[src/rtl/crs_pkg.sv]
// Package for the sensor readout sequencer: constants, modes and carriers
`default_nettype none
package crs_pkg;
  localparam int COL_W = 12;
  localparam int ROW_W = 12;
  localparam int BIN_W = 6;
  localparam int TIME_W = 32;
  localparam int BITS_W = 5;
  localparam logic [BITS_W-1:0] HW_MAX_BITS = 5'h10;
  localparam int SAMPLE_W = 16;
  localparam logic [BIN_W-1:0] BIN_MAX = 6'h20;
  localparam int CLK_HZ = 50_000_000;
  localparam int PIX_SHIFT_NS = 40;
  localparam int PIX_SHIFT_CYC = (PIX_SHIFT_NS * (CLK_HZ / 1_000_000) + 999) / 1000;
  localparam int LINE_SHIFT_NS = 200;
  localparam int LINE_SHIFT_CYC = (LINE_SHIFT_NS * (CLK_HZ / 1_000_000) + 999) / 1000;
  localparam int PH_CNT_W = 8;
  localparam int FIFO_AW = 2;
  localparam logic [TIME_W-1:0] TIME_ONE = 32'h00000001;

  typedef enum logic [1:0] {
    CRS_MODE_FULL = 2'h0,
    CRS_MODE_FT = 2'h1
  } crs_mode_t;

  typedef enum logic [3:0] {
    CRS_IDLE = 4'h0,
    CRS_EXPOSE = 4'h1,
    CRS_COMP = 4'h2,
    CRS_FT_MOVE = 4'h3,
    CRS_LINE = 4'h4,
    CRS_PIX = 4'h5,
    CRS_CONV = 4'h6,
    CRS_WAIT = 4'h7,
    CRS_DONE = 4'h8
  } crs_state_t;

  typedef struct packed {
    crs_mode_t mode;
    logic [COL_W-1:0] n_cols;
    logic [ROW_W-1:0] n_lines;
    logic [COL_W-1:0] roi_x0;
    logic [COL_W-1:0] roi_x1;
    logic [ROW_W-1:0] roi_y0;
    logic [ROW_W-1:0] roi_y1;
    logic [BIN_W-1:0] bin_w;
    logic [BIN_W-1:0] bin_h;
    logic [BITS_W-1:0] bits;
    logic [TIME_W-1:0] t_exp;
    logic [TIME_W-1:0] t_comp;
  } crs_cfg_t;

  typedef struct packed {
    logic line_shift;
    logic pix_shift;
    logic dump;
    logic store_shift;
  } crs_clk_t;

  typedef struct packed {
    logic [SAMPLE_W-1:0] data;
    logic [COL_W-1:0] col;
    logic [ROW_W-1:0] line;
  } crs_pix_t;
endpackage : crs_pkg
`default_nettype wire

[src/rtl/crs_phase_timer.sv]
// Clock phase pulse stretcher: holds a phase high for a fixed count
`default_nettype none
module crs_phase_timer
  import crs_pkg::*;
(
  input wire logic clk,
  input wire logic reset,
  input wire logic start,
  input wire logic [PH_CNT_W-1:0] len,
  output logic busy,
  output logic done
);
  logic [PH_CNT_W-1:0] cnt;
  logic [PH_CNT_W-1:0] next_cnt;
  logic next_done;

  always_comb begin
    next_cnt = cnt;
    next_done = 1'b0;
    if (start && cnt == '0) begin
      next_cnt = len;
    end else if (cnt != '0) begin
      next_cnt = cnt - 1'b1;
      next_done = (cnt == 8'h01);
    end
  end

  always_ff @(posedge clk or posedge reset) begin
    if (reset) begin
      cnt <= '0;
      done <= 1'b0;
    end else begin
      cnt <= next_cnt;
      done <= next_done;
    end
  end

  assign busy = (cnt != '0);
endmodule : crs_phase_timer
`default_nettype wire

[src/rtl/crs_sequencer.sv]
// Sensor readout sequencer: exposure, line/pixel shifting, ROI, binning, frame transfer
// Contract
// - Readout begins by shifting all pixels one line into serial register together.
// - Serial register pixels shift one by one to output node, each digitized.
// - Next line is not transferred until current line is fully digitized.
// - Frame time is readout plus exposure plus shutter compensation.
// - ROI mode digitizes only region pixels, discarding the rest undigitized.
// - Binning sums a rectangle of pixels before preamp; one conversion each.
// - Bin width and height are freely configurable up to hardware limits.
// - Frame transfer: one half integrates, masked half only stores.
// - After frame-transfer exposure, image moves fast into masked storage half.
// - Storage half is read out while exposed half integrates next frame.
// - Bits per sample depend on hardware limit and software setting.
// - Readout monitor is low during readout, high during exposure and compensation.
`default_nettype none
module crs_sequencer
  import crs_pkg::*;
(
  input wire logic CLK,
  input wire logic RESET,
  input wire logic START,
  input wire logic STOP,
  input wire crs_cfg_t CFG,
  input wire logic CONV_DONE,
  input wire logic [SAMPLE_W-1:0] CONV_DATA,
  output crs_clk_t PHASE,
  output logic CONV_START,
  output logic NODE_RESET,
  output logic SHUTTER_OPEN,
  output logic READOUT_N,
  output logic BUSY,
  output logic PIX_VALID,
  output crs_pix_t PIX
);
  crs_state_t state;
  crs_state_t next_state;
  crs_cfg_t cfg;
  crs_cfg_t next_cfg;
  logic [COL_W-1:0] col;
  logic [COL_W-1:0] next_col;
  logic [ROW_W-1:0] line;
  logic [ROW_W-1:0] next_line;
  logic [BIN_W-1:0] bx;
  logic [BIN_W-1:0] next_bx;
  logic [BIN_W-1:0] by;
  logic [BIN_W-1:0] next_by;
  logic [TIME_W-1:0] tmr;
  logic [TIME_W-1:0] next_tmr;
  logic run;
  logic next_run;
  logic ft_exp_run;
  logic next_ft_exp_run;
  logic [BITS_W-1:0] eff_bits;
  logic [SAMPLE_W-1:0] mask;
  logic ph_start;
  logic [PH_CNT_W-1:0] ph_len;
  logic ph_busy;
  logic ph_done;
  logic in_roi_y;
  logic in_roi_x;
  logic grp_wide_end;
  logic grp_high_end;
  crs_clk_t next_phase;
  logic next_conv;
  logic next_node_rst;
  logic next_shut;
  logic next_rd_n;
  logic next_pv;
  crs_pix_t next_pix;

  crs_phase_timer u_phase (
    .clk(CLK),
    .reset(RESET),
    .start(ph_start),
    .len(ph_len),
    .busy(ph_busy),
    .done(ph_done)
  );

  // Hardware caps software's width request
  assign eff_bits = (cfg.bits > HW_MAX_BITS || cfg.bits == '0) ? HW_MAX_BITS : cfg.bits;

  genvar gi;
  generate
    for (gi = 0; gi < SAMPLE_W; gi++) begin : g_mask
      assign mask[gi] = (BITS_W'(gi) < eff_bits);
    end
  endgenerate

  assign in_roi_y = (line >= cfg.roi_y0) && (line <= cfg.roi_y1);
  assign in_roi_x = (col >= cfg.roi_x0) && (col <= cfg.roi_x1);
  assign grp_wide_end = (bx + 1'b1 >= cfg.bin_w) || (col + 1'b1 >= cfg.n_cols);
  assign grp_high_end = (by + 1'b1 >= cfg.bin_h) || (line + 1'b1 >= cfg.n_lines);

  always_comb begin
    next_state = state;
    next_cfg = cfg;
    next_col = col;
    next_line = line;
    next_bx = bx;
    next_by = by;
    next_tmr = tmr;
    next_run = run;
    next_ft_exp_run = ft_exp_run;
    next_phase = '0;
    next_conv = 1'b0;
    next_node_rst = 1'b0;
    next_shut = SHUTTER_OPEN;
    next_rd_n = READOUT_N;
    next_pv = 1'b0;
    next_pix = PIX;
    ph_start = 1'b0;
    ph_len = PH_CNT_W'(PIX_SHIFT_CYC);
    if (STOP) begin
      next_run = 1'b0;
    end
    unique case (state)
      CRS_IDLE: begin
        next_rd_n = 1'b1;
        next_shut = 1'b0;
        if (START) begin
          next_cfg = CFG;
          // Clamp binning to the serial register's limit, one pixel minimum
          if (CFG.bin_w == '0) next_cfg.bin_w = 6'h01;
          if (CFG.bin_h == '0) next_cfg.bin_h = 6'h01;
          if (CFG.bin_w > BIN_MAX) next_cfg.bin_w = BIN_MAX;
          if (CFG.bin_h > BIN_MAX) next_cfg.bin_h = BIN_MAX;
          next_run = 1'b1;
          next_tmr = CFG.t_exp;
          next_shut = 1'b1;
          next_state = CRS_EXPOSE;
        end
      end
      CRS_EXPOSE: begin
        next_rd_n = 1'b1;
        if (tmr > TIME_ONE) begin
          next_tmr = tmr - TIME_ONE;
        end else begin
          next_tmr = cfg.t_comp;
          next_shut = (cfg.mode == CRS_MODE_FT);
          next_state = CRS_COMP;
        end
      end
      CRS_COMP: begin
        next_rd_n = 1'b1;
        if (tmr > TIME_ONE) begin
          next_tmr = tmr - TIME_ONE;
        end else begin
          next_line = '0;
          next_by = '0;
          next_state = (cfg.mode == CRS_MODE_FT) ? CRS_FT_MOVE : CRS_LINE;
        end
      end
      CRS_FT_MOVE: begin
        // Fast parallel move of the exposed half into the masked half
        next_rd_n = 1'b0;
        if (!ph_busy && !ph_done) begin
          ph_start = 1'b1;
          ph_len = PH_CNT_W'(LINE_SHIFT_CYC);
          next_phase.line_shift = 1'b1;
          next_phase.store_shift = 1'b1;
        end else if (ph_busy) begin
          next_phase.line_shift = 1'b1;
          next_phase.store_shift = 1'b1;
        end else if (line + 1'b1 >= cfg.n_lines) begin
          next_line = '0;
          next_tmr = cfg.t_exp;
          next_ft_exp_run = 1'b1;
          next_state = CRS_LINE;
        end else begin
          next_line = line + 1'b1;
        end
      end
      CRS_LINE: begin
        next_rd_n = 1'b0;
        if (!ph_busy && !ph_done) begin
          ph_start = 1'b1;
          ph_len = PH_CNT_W'(LINE_SHIFT_CYC);
          next_phase.line_shift = 1'b1;
        end else if (ph_busy) begin
          next_phase.line_shift = 1'b1;
        end else if (!grp_high_end) begin
          // Vertical binning: stack further lines in the serial register
          next_by = by + 1'b1;
          next_line = line + 1'b1;
        end else begin
          next_col = '0;
          next_bx = '0;
          next_node_rst = 1'b1;
          next_state = CRS_PIX;
        end
      end
      CRS_PIX: begin
        next_rd_n = 1'b0;
        if (!ph_busy && !ph_done) begin
          ph_start = 1'b1;
          next_phase.pix_shift = 1'b1;
          // Out-of-region pixels are dumped without conversion
          next_phase.dump = !(in_roi_x && in_roi_y);
        end else if (ph_busy) begin
          next_phase.pix_shift = 1'b1;
          next_phase.dump = !(in_roi_x && in_roi_y);
        end else if (!grp_wide_end) begin
          next_bx = bx + 1'b1;
          next_col = col + 1'b1;
        end else if (in_roi_x && in_roi_y) begin
          next_conv = 1'b1;
          next_state = CRS_CONV;
        end else begin
          next_state = CRS_WAIT;
        end
      end
      CRS_CONV: begin
        next_rd_n = 1'b0;
        if (CONV_DONE) begin
          next_pv = 1'b1;
          next_pix.data = CONV_DATA & mask;
          next_pix.col = col;
          next_pix.line = line;
          next_state = CRS_WAIT;
        end
      end
      CRS_WAIT: begin
        next_rd_n = 1'b0;
        next_bx = '0;
        next_node_rst = 1'b1;
        if (col + 1'b1 < cfg.n_cols) begin
          next_col = col + 1'b1;
          next_state = CRS_PIX;
        end else if (line + 1'b1 < cfg.n_lines) begin
          // Only now may the next line enter the serial register
          next_line = line + 1'b1;
          next_by = '0;
          next_state = CRS_LINE;
        end else begin
          next_state = CRS_DONE;
        end
      end
      CRS_DONE: begin
        next_rd_n = 1'b1;
        next_ft_exp_run = 1'b0;
        if (!run) begin
          next_shut = 1'b0;
          next_state = CRS_IDLE;
        end else if (cfg.mode == CRS_MODE_FT) begin
          // Exposure continued during readout; only the remainder is waited
          next_state = (tmr == '0) ? CRS_COMP : CRS_EXPOSE;
          if (tmr == '0) next_tmr = cfg.t_comp;
        end else begin
          next_tmr = cfg.t_exp;
          next_shut = 1'b1;
          next_state = CRS_EXPOSE;
        end
      end
      default: begin
        next_state = CRS_IDLE;
      end
    endcase
    // Frame-transfer integration timer runs alongside readout
    if (ft_exp_run && state != CRS_DONE && tmr != '0) begin
      next_tmr = tmr - TIME_ONE;
    end
  end

  always_ff @(posedge CLK or posedge RESET) begin
    if (RESET) begin
      state <= CRS_IDLE;
      cfg <= '0;
      col <= '0;
      line <= '0;
      bx <= '0;
      by <= '0;
      tmr <= '0;
      run <= 1'b0;
      ft_exp_run <= 1'b0;
      PHASE <= '0;
      CONV_START <= 1'b0;
      NODE_RESET <= 1'b0;
      SHUTTER_OPEN <= 1'b0;
      READOUT_N <= 1'b1;
      BUSY <= 1'b0;
      PIX_VALID <= 1'b0;
      PIX <= '0;
    end else begin
      state <= next_state;
      cfg <= next_cfg;
      col <= next_col;
      line <= next_line;
      bx <= next_bx;
      by <= next_by;
      tmr <= next_tmr;
      run <= next_run;
      ft_exp_run <= next_ft_exp_run;
      PHASE <= next_phase;
      CONV_START <= next_conv;
      NODE_RESET <= next_node_rst;
      SHUTTER_OPEN <= next_shut;
      READOUT_N <= next_rd_n;
      BUSY <= (next_state != CRS_IDLE);
      PIX_VALID <= next_pv;
      PIX <= next_pix;
    end
  end
endmodule : crs_sequencer
`default_nettype wire

[config.mk]
export PLATFORM = sky130hd
export DESIGN_NAME = crs_sequencer
export DESIGN_NICKNAME = d
export VERILOG_FILES = /design/src/rtl/crs_pkg.sv /design/src/rtl/crs_phase_timer.sv /design/src/rtl/crs_sequencer.sv
export SDC_FILE = /design/constraint.sdc
export NUM_CORES = 1
export LEC_CHECK = 0
export ABC_AREA = 1
export BUFFER_PORTS_ARGS = -buffer_cell sky130_fd_sc_hd__buf_2
export CELL_PAD_IN_SITES_DETAIL_PLACEMENT = 0
export CELL_PAD_IN_SITES_GLOBAL_PLACEMENT = 1
export CORE_MARGIN = 2
export CORE_UTILIZATION = 35
export DETAILED_ROUTE_END_ITERATION = 16
export PLACE_DENSITY = 0.77
export REMOVE_ABC_BUFFERS = 1
export SYNTH_ARGS = -nofsm -noshare
export SYNTH_HDL_FRONTEND = slang
export SYNTH_SLANG_ARGS = --single-unit
[constraint.sdc]
create_clock -name CLK -period 8.2 [get_ports CLK]
set_input_delay 0.82 -clock CLK [delete_from_list [all_inputs] [get_ports CLK]]
set_output_delay 0.82 -clock CLK [all_outputs]
set_load 0.02 [all_outputs]
# After elaboration in Yosys (flattened, before gate mapping)
# Index checks and enable logic that the tools add are counted.
[op_classes]
magnitude_cmp = 30
bitwise_logic = 1
eq_ne = 34
n_reduce_logical = 43
mux = 108
addsub = 6
[ops]
columns = ["cell", "count"]
rows = [
  ["$mux W32", 10],
  ["$mux W12", 16],
  ["$pmux W32 S5", 1],
  ["$mux W6", 16],
  ["$mux W4", 17],
  ["$ge A12 B12 Y1", 4],
  ["$pmux W12 S4", 1],
  ["$lt A4 B5 Y1 const A", 8],
  ["$pmux W12 S3", 1],
  ["$pmux W4 S9", 1],
  ["$pmux W6 S3", 2],
  ["$gt A32 B1 Y1 const B", 1],
  ["$logic_not A32 Y1", 1],
  ["$reduce_bool A32 Y1", 1],
  ["$sub A32 B1 Y32 const B", 1],
  ["$ne A2 B2 Y1 const B", 15],
  ["$mux W1", 29],
  ["$add A12 B1 Y12 const B", 2],
  ["$le A12 B12 Y1", 2],
  ["$lt A12 B12 Y1", 2],
  ["$ne A3 B3 Y1 const B", 7],
  ["$lt A3 B5 Y1 const A", 4],
  ["$and A16 B16 Y16", 1],
  ["$eq A4 B3 Y1 const B", 4],
  ["other kinds (41)", 75],
]
[totals]
register_bits = 288
output_inout_bits = 50
input_bits = 176

# Logic depth before layout (Yosys ltp)
[logic_depth]
depth_word = 9
mapped_depth = 23
mapped_depth_nobuf = 22

# Hierarchy
# Synthesis repeated with hierarchy kept, for this count alone.
[unflattened]
hier_cells = 2306
hier_area_um2 = 17082.6
[modules_own_cells]
columns = ["module", "cells_per_inst", "area_per_inst_um2", "instances", "seq_area_each_um2"]
rows = [
  ["crs_sequencer", 2217, 16415.7, 1, 6982.9],
  ["crs_phase_timer", 89, 666.9, 1, 225.2],
]

# Worst setup path before layout
# OpenSTA, ideal clock, no wires.
[synth_path]
path_kind = "register to register"
start = "register line[1]"
end = "register by[0]"
synth_period_minus_slack_ps = 2877
setup_ps = 121
t_arrival_ps = 2757
slack_ps = 5323
stages_incl_launch_ff = 22
n_path_buf = 1
required_ps = 8079
cell_sequence = "dfrtp_1 -> ha_1 -> nand3_1 -> nor2_1 -> nand3_1 -> nor2_1 -> xor2_1 -> inv_1 -> ha_1 -> nand2_1 -> inv_1 -> nand2_1 -> nand2_1 -> a21oi_2 -> nand2_1 -> inv_1 -> nand3_1 -> o21ai_2 -> nand2_1 -> buf_2 -> nand2_1 -> o21ai_1"
[synth_between]
elab_chain_len = 5
elab_cells_between_ends = 7
classes_between = "1 x add/sub; 2 x order compare; 2 x eq/ne; 2 x reduce/logical"
[synth_rtl]
columns = ["element", "line", "source"]
rows = [
  ["start: declaration", "crs_sequencer.sv:41", "logic [ROW_W-1:0] line;"],
  ["start signal: assignment", "crs_sequencer.sv:288", "line <= next_line;"],
  ["$add A12 B1 Y12 (*)", "crs_sequencer.sv:93, crs_sequencer.sv:230", ""],
  ["$ge A12 B12 Y1", "crs_sequencer.sv:93", "assign grp_high_end = (by + 1'b1 >= cfg.bin_h) || (line + 1'b1 >= cfg.n_lines);"],
  ["$logic_or A1 B1 Y1", "crs_sequencer.sv:93", ""],
  ["$ne A2 B2 Y1 (no line)", "-", ""],
  ["$reduce_and A7 Y1 (no line) (*)", "-", ""],
  ["end signal: assignment", "crs_sequencer.sv:290", "by <= next_by;"],
  ["end: declaration", "crs_sequencer.sv:45", "logic [BIN_W-1:0] by;"],
]
# Mark *: on every way between the ends. The rest lies on a longest branch, timed or not.
# A chain may end at the register's enable or synchronous reset.

# Worst setup path in the final report
[layout_path]
start = "register line[1]"
end = "register tmr[27]"
[layout_between]
elab_chain_len = 4
[layout_rtl]
columns = ["element", "line", "source"]
rows = [
  ["$add A12 B1 Y12", "crs_sequencer.sv:165", "end else if (line + 1'b1 >= cfg.n_lines) begin"],
  ["$ge A12 B12 Y1", "crs_sequencer.sv:165", ""],
  ["$ne A3 B3 Y1 (no line)", "-", ""],
  ["$reduce_and A8 Y1 (no line)", "-", ""],
  ["end signal: assignment", "crs_sequencer.sv:291", "tmr <= next_tmr;"],
  ["end: declaration", "crs_sequencer.sv:47", "logic [TIME_W-1:0] tmr;"],
]
# No other way between the ends.

==> impl_metrics.env <==
export IMPL_outcome="completed"
export IMPL_synth_area_um2=17650
export IMPL_hold_violations=0
export IMPL_track_usage_pct=20.29
export IMPL_antenna_left=0
export IMPL_initial_utilization_pct=35.33
export IMPL_layout_drive_gt1_share_pct=13.81
export IMPL_root_buffer="clkbuf_16"
export IMPL_post_cts_resized=0
export IMPL_powerDensity_nw_per_um2=163.3
export IMPL_setup_ws_ns=4.192
export IMPL_worstSetupStartpointType="flop"
export IMPL_die_area_um2=52250
export IMPL_rows=82
export IMPL_cap_violations=0
export IMPL_internal_power_mw=2.566
export IMPL_coreArea_um2=49970
export IMPL_synthToLayoutAreaGrowth_pct=16.27
export IMPL_max_freq_ghz=0.2495
export IMPL_switching_share_pct=23.45
export IMPL_vias_per_cell=4.859
export IMPL_synthFlopType="dfrtp_1"
export IMPL_slew_limit_headroom_pct=29.39
export IMPL_hold_buffers=0
export IMPL_grt_pass1_wl_um=86130
export IMPL_numCtsBuffers=36
export IMPL_cts_setup_buffers=0
export IMPL_cp_max_fo=32
export IMPL_drc=0
export IMPL_final_common_cell="nand2_1"
export IMPL_pin_count=226
export IMPL_wirelength_um=52470
export IMPL_period_needed_ns=4.008
export IMPL_yosys_area_top_type_share_pct=40.69
export IMPL_place_inst=3319
export IMPL_cts_sinks=288
export IMPL_pwr_share_clk_pct=49.9
export IMPL_synth_edf_count=0
export IMPL_dp_hpwl_um=37420
export IMPL_gp_congestion=0.9032
export IMPL_syn_inst=2507
export IMPL_clkLatencyLatePin_ns=0.55
export IMPL_final_setup_viol_count=0
export IMPL_p_leak_nw=10.84
export IMPL_die_x_um=228.6
export IMPL_synth_area_leader_cell="dfrtp_1"
export IMPL_grt_max_degree=256
export IMPL_placed_area_um2=19290
export IMPL_cts_tree="done"
export IMPL_first_iter_violations=1129
export IMPL_ys_warnings_count=0
export IMPL_worstSetupPathType="flop to flop"
export IMPL_period_share_pct=48.88
export IMPL_layout_cells_non_filler=3382
export IMPL_hold_ws_ns=0.4652
export IMPL_die_h_um=228.6
export IMPL_required_ns=8.68
export IMPL_slew_viol_final=0
export IMPL_dpl_worst_slack_ns=4.253
export IMPL_cp_data_arrival_time_ns=4.48
export IMPL_clkTransAtPathRegs_ns=0.06
export IMPL_endpoint_kind="flop"
export IMPL_fill_cells=5171
export IMPL_hold_class="input port to asynchronous set/reset pin"
export IMPL_htree_levels=2
export IMPL_postSynthAreaPerCell_um2=7.041
export IMPL_synth_top_cells_by_area="dfrtp_1 41%, nand2_1 19%, ha_1 6.6%"
export IMPL_yosysSeqAreaShare_pct=40.83
export IMPL_vias=16430
export IMPL_power_net_switching_mw=0.7862
export IMPL_max_vdd_ir_drop_v=0.0001074
export IMPL_rsz0062_at_grt="no"
export IMPL_final_nets=2954
export IMPL_grt_pass1_vias=16260
export IMPL_synth_cell_type_count=51
export IMPL_ctsLongestPathBuffers=3
export IMPL_async_flop_share_pct=100.0
export IMPL_first_pass_iters=5
export IMPL_ys_ff_latch=288
export IMPL_final_cell_mix="878 x nand2_1, 287 x dfrtp_1, 282 x inv_1"
export IMPL_combPwrFrac_pct=5.7
export IMPL_wl_per_cell_um=15.52
export IMPL_finalInstanceArea_um2=20520
export IMPL_antenna_found_initial=3
export IMPL_post_route_util_pct=41.08
export IMPL_tightest_slew_ns=1.059
export IMPL_fin_skew_ns=0.01814
export IMPL_port_buffers=225
export IMPL_pwr_share_seq_pct=44.3
export IMPL_overflow=0
## cells in the mapped netlist (4+ instances only)
cell type and instances:
a21boi_0 5, a21oi_1 53, a22oi_1 16, and2_1 6, buf_1 9, buf_2 22
buf_4 5, clkbuf_1 54, dfrtp_1 287, ha_1 93, inv_1 283, inv_2 27
nand2_1 880, nand2_2 16, nand3_1 148, nand3_2 4, nand3b_1 7, nand4_1 47
nor2_1 214, nor2_2 15, nor2_4 8, nor3_1 10, o21ai_0 203, o21ai_1 30
o21bai_1 4, xnor2_1 4, xor2_1 23
## state kept, by name, indices dropped and copies added, names as in the netlist, 4 cells and up
name	count
cfg	155
PIX	40
tmr	32
col	12
line	12
u_phase.cnt	8
bx	6
by	6
PHASE	4
state	4
## logic make-up (layout without fill, tap and decap cells)
group,count (synthesis),after routing,share of synthesized area (%)
simple gates,1365,1365,32.25
buf+inv,405,607,9.023
compound gates,329,329,9.959
flops,288,288,40.84
fa+ha+maj,93,93,6.592
xor+xnor,27,27,1.340
other cells,0,1,0
## cell type report
cell class                 instances  area, um2  area share (%)
multi-input combinational       1814       8864           43.19
sequential                       288       7208           35.12
timing repair buffer             233       1199           5.840
inverter                         312       1182           5.761
clock buffer                      50       1023           4.987
tap                              672      840.8           4.097
clock inverter                    12      203.9          0.9937
antenna                            1      2.502         0.01219
## worst paths after layout
path / startpoint / to / slack [ns] / cells past startpoint
hold / removal: RESET / cfg[82] / 0.47 / 2
setup / recovery: line[1] / tmr[27] / 4.19 / 21
max in group asynchronous: RESET / line[8] / 6.19 / 3
setup reg to reg: line[1] / tmr[27] / 4.19 / 21
min in group CLK: u_phase.cnt[6] / u_phase.cnt[6] / 0.47 / 1
hold reg to reg: u_phase.cnt[6] / u_phase.cnt[6] / 0.47 / 1
## metrics by stage
step / setup TNS (ns) / power [mW]
final: 0 / 3.352
after global routing: 0 / 3.496
after CTS: 0 / 3.404
after detailed placement: 0 / 1.708
after global placement: 0 / 1.700
after floorplan: -289.23 / 1.614
## power groups by stage
stage / clock network, mW / registers (mW) / logic [mW]
after floorplan: 0 / 1.51 / 0.106
after global placement: 0 / 1.51 / 0.189
after detailed placement: 0 / 1.51 / 0.196
after CTS: 1.72 / 1.49 / 0.197
after global routing: 1.78 / 1.49 / 0.226
final: 1.67 / 1.49 / 0.193
## per-layer routing
layer	track usage [%]	vias to the layer above	part of all wire, %
met5	0	-	0.071
met3	3.730	86	5.5
li1	-	8294	-
met1	28.19	7640	48
met4	6.189	6	2.8
met2	32.05	408	44
## worst max-delay path: stages (launching register included)
cell and delay, ns:
dfrtp_1 0.45, ha_1 0.23, nand3_1 0.13, nor2_1 0.20
nand3_1 0.14, nor2_1 0.14, xor2_1 0.23, inv_1 0.07
ha_1 0.27, nand2_1 0.08, inv_1 0.05, nand2_1 0.06
nand2_1 0.05, a21oi_2 0.16, nand4_1 0.43, nand2_1 0.28
inv_2 0.10, nand2_2 0.53, nand3_1 0.15, nand2_1 0.10
inv_1 0.04, nand2_1 0.05
Note: power is estimated with default switching activity, not from simulation.
